--- src/dbgsup_pkg.sv ---
// Purpose: constants for the debug strobe and dma support register block
// Assumes: apb slave, 32-bit data, one clock
// Notes:   field positions of the combined support word
package dbgsup_pkg;
  localparam logic [11:0] SUPPORT_WORD_ADDR   = 12'h008;
  localparam int          ADDR_W              = 12;
  localparam int          BUF_UPDATE_BIT      = 31;
  localparam int          CYC_START_BIT       = 30;
  localparam int          TICK_START_BIT      = 29;
  localparam int          DYN_SEG_BIT         = 28;
  localparam int          CYC_ZERO_BIT        = 27;
  localparam int          SWAP_BIT            = 3;
  localparam int          DMA_POL_BIT         = 2;
  localparam int          DMA_REQ_EN_BIT      = 1;
  localparam int          DMA_PIN_OE_BIT      = 0;
  localparam logic [31:0] SUPPORT_WRITE_MASK  = 32'hF800000F;
  localparam logic [31:0] SUPPORT_RESET       = 32'h00000000;
  // host bus mode encodings
  typedef enum logic [1:0] {
    DBGSUP_MODE_RISE     = 2'b00,
    DBGSUP_MODE_FALL     = 2'b01,
    DBGSUP_MODE_HALFWORD = 2'b10,
    DBGSUP_MODE_SERIAL   = 2'b11
  } dbgsup_mode_t;
endpackage : dbgsup_pkg

--- src/dbgsup_top.sv ---
// Purpose: support control word with debug strobes, dma request pin and buffer byte swap
// Assumes: mclk_i serves as the ram clock; event inputs are single-cycle pulses
// Notes:   swap paths are registered, so buffer data lags one cycle
//
// The APB register port was left to the implementer.

// Overview of operation
// - one 32-bit word at offset 0x0008
// - strobe enables high half, dma low half
// - bit31 gates four buffer update strobes
// - bit30 gates cycle start strobe
// - bit29 gates macrotick start strobe
// - bit28 gates dynamic segment start strobe
// - bit27 gates cycle zero start strobe
// - reserved bits read zero, host writes zero
// - swap clear passes buffer data unchanged
// - swap in clock modes reverses four bytes
// - swap in halfword mode exchanges byte pairs
// - no swapping in serial bus mode
// - bit2 selects request active level
// - requests only while request enable set
// - polarity and enable matter only when driven
// - bit0 drives pin, otherwise released
module dbgsup_top
  import dbgsup_pkg::*;
(
  input  wire logic                        mclk_i,
  input  wire logic                        rst_i,
  input  wire logic                        psel_i,
  input  wire logic                        penable_i,
  input  wire logic                        pwrite_i,
  input  wire logic [dbgsup_pkg::ADDR_W-1:0] paddr_i,
  input  wire logic [31:0]                 pwdata_i,
  input  wire logic [3:0]                  pstrb_i,
  output logic      [31:0]                 prdata_o,
  output logic                             pready_o,
  output logic                             pslverr_o,
  input  wire dbgsup_pkg::dbgsup_mode_t    bus_mode_i,
  input  wire logic [3:0]                  buf_update_evt_i,
  input  wire logic                        cycle_start_evt_i,
  input  wire logic                        tick_start_evt_i,
  input  wire logic                        dyn_segment_evt_i,
  input  wire logic                        cycle_zero_evt_i,
  input  wire logic                        dma_request_evt_i,
  output logic                             rx1_buffer_update_strobe_o,
  output logic                             rx2_buffer_update_strobe_o,
  output logic                             tx1_buffer_update_strobe_o,
  output logic                             tx2_buffer_update_strobe_o,
  output logic                             cycle_start_strobe_o,
  output logic                             tick_start_strobe_o,
  output logic                             dyn_segment_strobe_o,
  output logic                             cycle_zero_strobe_o,
  output logic                             dma_req_o,
  output logic                             dma_req_oe_o,
  input  wire logic [31:0]                 host_wdata_i,
  output logic      [31:0]                 buf_wdata_o,
  input  wire logic [31:0]                 buf_rdata_i,
  output logic      [31:0]                 host_rdata_o
);
  import dbgsup_pkg::*;

  logic [31:0] support_r;
  logic [31:0] support_nxt;
  logic [31:0] prdata_r;
  logic [31:0] prdata_nxt;
  logic        pready_r;
  logic        pready_nxt;
  logic        pslverr_r;
  logic        pslverr_nxt;
  logic [7:0]  strobe_r;
  logic [7:0]  strobe_nxt;
  logic        dma_req_r;
  logic        dma_req_nxt;
  logic        dma_oe_r;
  logic        dma_oe_nxt;
  logic [31:0] buf_wdata_r;
  logic [31:0] buf_wdata_nxt;
  logic [31:0] host_rdata_r;
  logic [31:0] host_rdata_nxt;
  logic        hit;
  logic        setup;
  logic        swap_full;
  logic        swap_half;

  // apb slave: one wait-free access phase, pready answered the cycle after setup
  assign setup = psel_i && !penable_i;
  assign hit   = (paddr_i == SUPPORT_WORD_ADDR);

  always_comb begin
    support_nxt = support_r;
    prdata_nxt  = 32'h00000000;
    pready_nxt  = 1'b0;
    pslverr_nxt = 1'b0;
    if (setup) begin
      pready_nxt  = 1'b1;
      // partial strobes refused: word is full-width only
      pslverr_nxt = !hit || (pwrite_i && (pstrb_i != 4'hF));
      if (hit && !pwrite_i) begin
        prdata_nxt = support_r & SUPPORT_WRITE_MASK;
      end
    end
    // write lands at the completing edge, i.e. pready high
    if (psel_i && penable_i && pready_r && pwrite_i && !pslverr_r) begin
      support_nxt = pwdata_i & SUPPORT_WRITE_MASK;
    end
  end

  always_ff @(posedge mclk_i or posedge rst_i) begin
    if (rst_i) begin
      support_r <= SUPPORT_RESET;
      prdata_r  <= 32'h00000000;
      pready_r  <= 1'b0;
      pslverr_r <= 1'b0;
    end else begin
      support_r <= support_nxt;
      prdata_r  <= prdata_nxt;
      pready_r  <= pready_nxt;
      pslverr_r <= pslverr_nxt;
    end
  end

  // debug strobes, one cycle high per event, low while disabled
  always_comb begin
    strobe_nxt[3:0] = buf_update_evt_i & {4{support_r[BUF_UPDATE_BIT]}};
    strobe_nxt[4]   = cycle_start_evt_i && support_r[CYC_START_BIT];
    strobe_nxt[5]   = tick_start_evt_i && support_r[TICK_START_BIT];
    strobe_nxt[6]   = dyn_segment_evt_i && support_r[DYN_SEG_BIT];
    strobe_nxt[7]   = cycle_zero_evt_i && support_r[CYC_ZERO_BIT];
  end

  // dma request pin: enable gate then polarity xor, released when not driven
  always_comb begin
    dma_oe_nxt  = support_r[DMA_PIN_OE_BIT];
    dma_req_nxt = 1'b0;
    if (support_r[DMA_PIN_OE_BIT]) begin
      dma_req_nxt = (dma_request_evt_i && support_r[DMA_REQ_EN_BIT])
                    ^ support_r[DMA_POL_BIT];
    end
  end

  // byte swap; serial mode ignores the swap bit
  assign swap_full = support_r[SWAP_BIT] &&
                     ((bus_mode_i == DBGSUP_MODE_RISE) ||
                      (bus_mode_i == DBGSUP_MODE_FALL));
  assign swap_half = support_r[SWAP_BIT] && (bus_mode_i == DBGSUP_MODE_HALFWORD);

  always_comb begin
    buf_wdata_nxt  = host_wdata_i;
    host_rdata_nxt = buf_rdata_i;
    if (swap_full) begin
      buf_wdata_nxt  = {host_wdata_i[7:0], host_wdata_i[15:8],
                        host_wdata_i[23:16], host_wdata_i[31:24]};
      host_rdata_nxt = {buf_rdata_i[7:0], buf_rdata_i[15:8],
                        buf_rdata_i[23:16], buf_rdata_i[31:24]};
    end else if (swap_half) begin
      buf_wdata_nxt  = {host_wdata_i[23:16], host_wdata_i[31:24],
                        host_wdata_i[7:0], host_wdata_i[15:8]};
      host_rdata_nxt = {buf_rdata_i[23:16], buf_rdata_i[31:24],
                        buf_rdata_i[7:0], buf_rdata_i[15:8]};
    end
  end

  always_ff @(posedge mclk_i or posedge rst_i) begin
    if (rst_i) begin
      strobe_r     <= 8'h00;
      dma_req_r    <= 1'b0;
      dma_oe_r     <= 1'b0;
      buf_wdata_r  <= 32'h00000000;
      host_rdata_r <= 32'h00000000;
    end else begin
      strobe_r     <= strobe_nxt;
      dma_req_r    <= dma_req_nxt;
      dma_oe_r     <= dma_oe_nxt;
      buf_wdata_r  <= buf_wdata_nxt;
      host_rdata_r <= host_rdata_nxt;
    end
  end

  assign prdata_o                   = prdata_r;
  assign pready_o                   = pready_r;
  assign pslverr_o                  = pslverr_r;
  assign rx1_buffer_update_strobe_o = strobe_r[0];
  assign rx2_buffer_update_strobe_o = strobe_r[1];
  assign tx1_buffer_update_strobe_o = strobe_r[2];
  assign tx2_buffer_update_strobe_o = strobe_r[3];
  assign cycle_start_strobe_o       = strobe_r[4];
  assign tick_start_strobe_o        = strobe_r[5];
  assign dyn_segment_strobe_o       = strobe_r[6];
  assign cycle_zero_strobe_o        = strobe_r[7];
  assign dma_req_o                  = dma_req_r;
  assign dma_req_oe_o               = dma_oe_r;
  assign buf_wdata_o                = buf_wdata_r;
  assign host_rdata_o               = host_rdata_r;
endmodule : dbgsup_top

--- config.mk ---
export PLATFORM = sky130hd
export DESIGN_NAME = dbgsup_top
export DESIGN_NICKNAME = d
export VERILOG_FILES = /design/src/dbgsup_pkg.sv /design/src/dbgsup_top.sv
export SDC_FILE = /design/constraint.sdc
export NUM_CORES = 1
export LEC_CHECK = 0
export ABC_AREA = 1
export BUFFER_PORTS_ARGS = -buffer_cell sky130_fd_sc_hd__buf_4
export CORE_ASPECT_RATIO = 0.75
export CORE_MARGIN = 3
export CORE_UTILIZATION = 35
export DETAILED_ROUTE_END_ITERATION = 10
export PLACE_DENSITY = 0.73
export REMOVE_ABC_BUFFERS = 1
export SYNTH_ARGS = -nofsm -noshare
export SYNTH_HDL_FRONTEND = slang
export SYNTH_SLANG_ARGS = --single-unit
--- constraint.sdc ---
create_clock -name mclk_i -period 8.6 [get_ports mclk_i]
set_clock_uncertainty 0.1 [all_clocks]
set_input_delay 0.43 -clock mclk_i [delete_from_list [all_inputs] [get_ports mclk_i]]
set_output_delay 0.43 -clock mclk_i [all_outputs]
set_load 0.1 [all_outputs]
==> results.sh <==
export IMPL_diodes=0
export IMPL_synth_edf_count=0
export IMPL_tritoncts="built"
export IMPL_crit_path_start_kind="input pin"
export IMPL_ys_ff_latch=94
export IMPL_yosysMostFrequentCell="nand2_1"
export IMPL_crit_chain="buf_4 -> inv_2 -> nand3_2 -> nand2_1 -> a31oi_1"
export IMPL_worst_pin_slew_ns=1.34
export IMPL_yosys_cell_types_count=19
export IMPL_synth_common_cells="nand2_1 (103), dfrtp_1 (94), nor2_1 (82)"
export IMPL_crit_slowest_cell="nand3_2"
export IMPL_postLayoutCellArea_um2=6070
export IMPL_clk_pin_slew_ns=0.06
export IMPL_chipHeight_um=104
export IMPL_synth_async_sr_flop_share=1.00
export IMPL_cp_end_kind="flip-flop"
export IMPL_synthCells=507
export IMPL_drt_wl_total_um=12600
export IMPL_worst_path_max_fanout=65
export IMPL_remaining_drc_errors=0
export IMPL_netlist_top_cells_area="dfrtp_1 (53%), nand4_1 (9.2%), a31oi_1 (9.0%)"
export IMPL_report_final_hold_viol_count=0
export IMPL_leakagePower_nw=3.00
export IMPL_num_vias=4267
export IMPL_finalMaxSlewViolations=0
export IMPL_slew_headroom=0.105
export IMPL_n_fill_cell=1158
export IMPL_first_pass_iters=5
export IMPL_min_period_over_period=0.353
export IMPL_fin_util=0.506
export IMPL_cts_hold_buf=0
export IMPL_antenna_found_initial=0
export IMPL_arrival_ns=3.10
export IMPL_worstSkewPairLatency_ns=0.33
export IMPL_via_per_inst=5.13
export IMPL_grt_first_pass_wirelength_um=19900
export IMPL_synth_flop_cell="dfrtp_1"
export IMPL_placedInstanceArea_um2=5730
export IMPL_setup_viol=0
export IMPL_die_w_um=136
export IMPL_powerDensity_nw_per_um2=292
export IMPL_cts_setup_buffers=0
export IMPL_required_ns=8.66
export IMPL_status="finished, final reports clean"
export IMPL_numCtsBuffers=9
export IMPL_clockRootBuffer="clkbuf_16"
export IMPL_yosysWarnings=0
export IMPL_cts_resized=0
export IMPL_start_util=0.370
export IMPL_critPathMaxStageDelay_ns=1.29
export IMPL_rsz0062_at_grt="false"
export IMPL_dp_hpwl_um=8950
export IMPL_grt_pass1_vias=3896
export IMPL_detail_route_antenna_nets=0
export IMPL_maxCapViolCount=0
export IMPL_wl_per_cell_um=15.2
export IMPL_finalSetupTns_ns=0
export IMPL_cts_max_level=3
export IMPL_yosys_area_top_type="dfrtp_1"
export IMPL_hold_worst_slack_ns=0.00725
export IMPL_holdCritPathClass="input pin to async pin"
export IMPL_nets=793
export IMPL_gr_total_overflow=0
export IMPL_design_die_area_um2=14100
export IMPL_area_sequential_um2=2350
export IMPL_fmax_mhz=329
export IMPL_core_um2=12000
export IMPL_fin_crit_ns=3.04
export IMPL_vdd_drop_max_mv=0.134
export IMPL_clockBufferDepth=2
export IMPL_track_usage=0.172
export IMPL_synth_seq_area_share=0.530
export IMPL_grt_max_degree=129
export IMPL_ff2ff_setup_slack_ns=5.77
export IMPL_multiInputGateArea_um2=1690
export IMPL_drive_gt1_frac=0.317
export IMPL_drtIter0Drc=322
export IMPL_cts_sinks=94
export IMPL_core_rowCount=34
export IMPL_boundaryPins=236
export IMPL_fin_total_pwr_mw=1.77
export IMPL_syn_to_final_growth_pct=36.8
export IMPL_netlist_area_um2=4440
export IMPL_synth_top_area_share=0.530
export IMPL_synth_area_per_cell_um2=8.75
export IMPL_critical_path_class="input pin to flip-flop"
export IMPL_place_congestion=0.799
export IMPL_portBuffers=189
==> report_power, final <==
| group | switching [mW] | internal (mW) |
|---|---|---|
| Clock | 0.163 | 0.282 |
| Sequential | 0.0263 | 0.509 |
| Combinational | 0.640 | 0.151 |
==> layout by cell type (no fill, tap or decap), types with 2 or more instances in the layout <==
master,netlist,final
a31oi_1,64,64
buf_4,24,191
bufinv_16,0,3
clkbuf_16,0,9
conb_1,1,23
dfrtp_1,94,93
inv_1,14,12
inv_2,1,2
nand2_1,103,103
nand4_1,65,65
nor2_1,82,82
o21ai_0,11,11
==> logic make-up after synthesis <==
group / Yosys count / share of synthesized area
other: 1 / 0.000845
AO/OA/AOI/OAI: 76 / 0.104
buffers and inverters: 81 / 0.109
AND/OR/NAND/NOR: 255 / 0.256
flip-flops: 94 / 0.530
==> layer usage <==
metal / wire length, um / vias up / GRT usage
met5: 0 / - / 0
met4: 182 / 0 / 0.0475
met2: 5980 / 234 / 0.278
met1: 5200 / 2006 / 0.225
met3: 1260 / 16 / 0.0499
li1: - / 2011 / -
==> critical path, delay by kind of cell <==
family          cells  cell delay (ns)
compound gates      1             0.13
simple gates        2             1.64
buf+inv             2             0.86
==> registers in the layout (all words and copies together) (netlist names) <==
register / cells
dma_req_o: 1
pready_o: 1
pslverr_o: 1
buf_wdata_o: 32
support_r: 9
strobe_r: 8
dma_req_oe_o: 1
prdata_o: 9
host_rdata_o: 32
==> per-stage QoR <==
step | cells | worst slack (ns)
after floorplan | 463 | 4.90
after global placement | 816 | 5.47
after detailed placement | 816 | 5.25
after CTS | 831 | 5.63
after global routing | 831 | 5.30
final | 831 | 5.56
==> worst paths after layout <==
kind                                          start                          to  depth (start not counted)
min reg2reg                support_r[0]$_DFFE_PP0P_      dma_req_oe_o$_DFF_PP0_                          0
min                                           rst_i   buf_wdata_o[21]$_DFF_PP0_                          2
min in group mclk_i               dyn_segment_evt_i       strobe_r[6]$_DFF_PP0_                          3
max reg2reg                support_r[3]$_DFFE_PP0P_  host_rdata_o[15]$_DFF_PP0_                          4
max                                   bus_mode_i[0]  host_rdata_o[15]$_DFF_PP0_                          5
max in group asynchronous                     rst_i    support_r[3]$_DFFE_PP0P_                          3
==> area by class of cell <==
cell class / count / area share
Multi-Input combinational cell: 354 / 0.278
Timing Repair Buffer: 191 / 0.236
Tap cell: 162 / 0.0334
Clock inverter: 6 / 0.0183
Sequential cell: 94 / 0.388
Clock buffer: 9 / 0.0371
Inverter: 15 / 0.00969
Power figures use the tool's default switching activity.
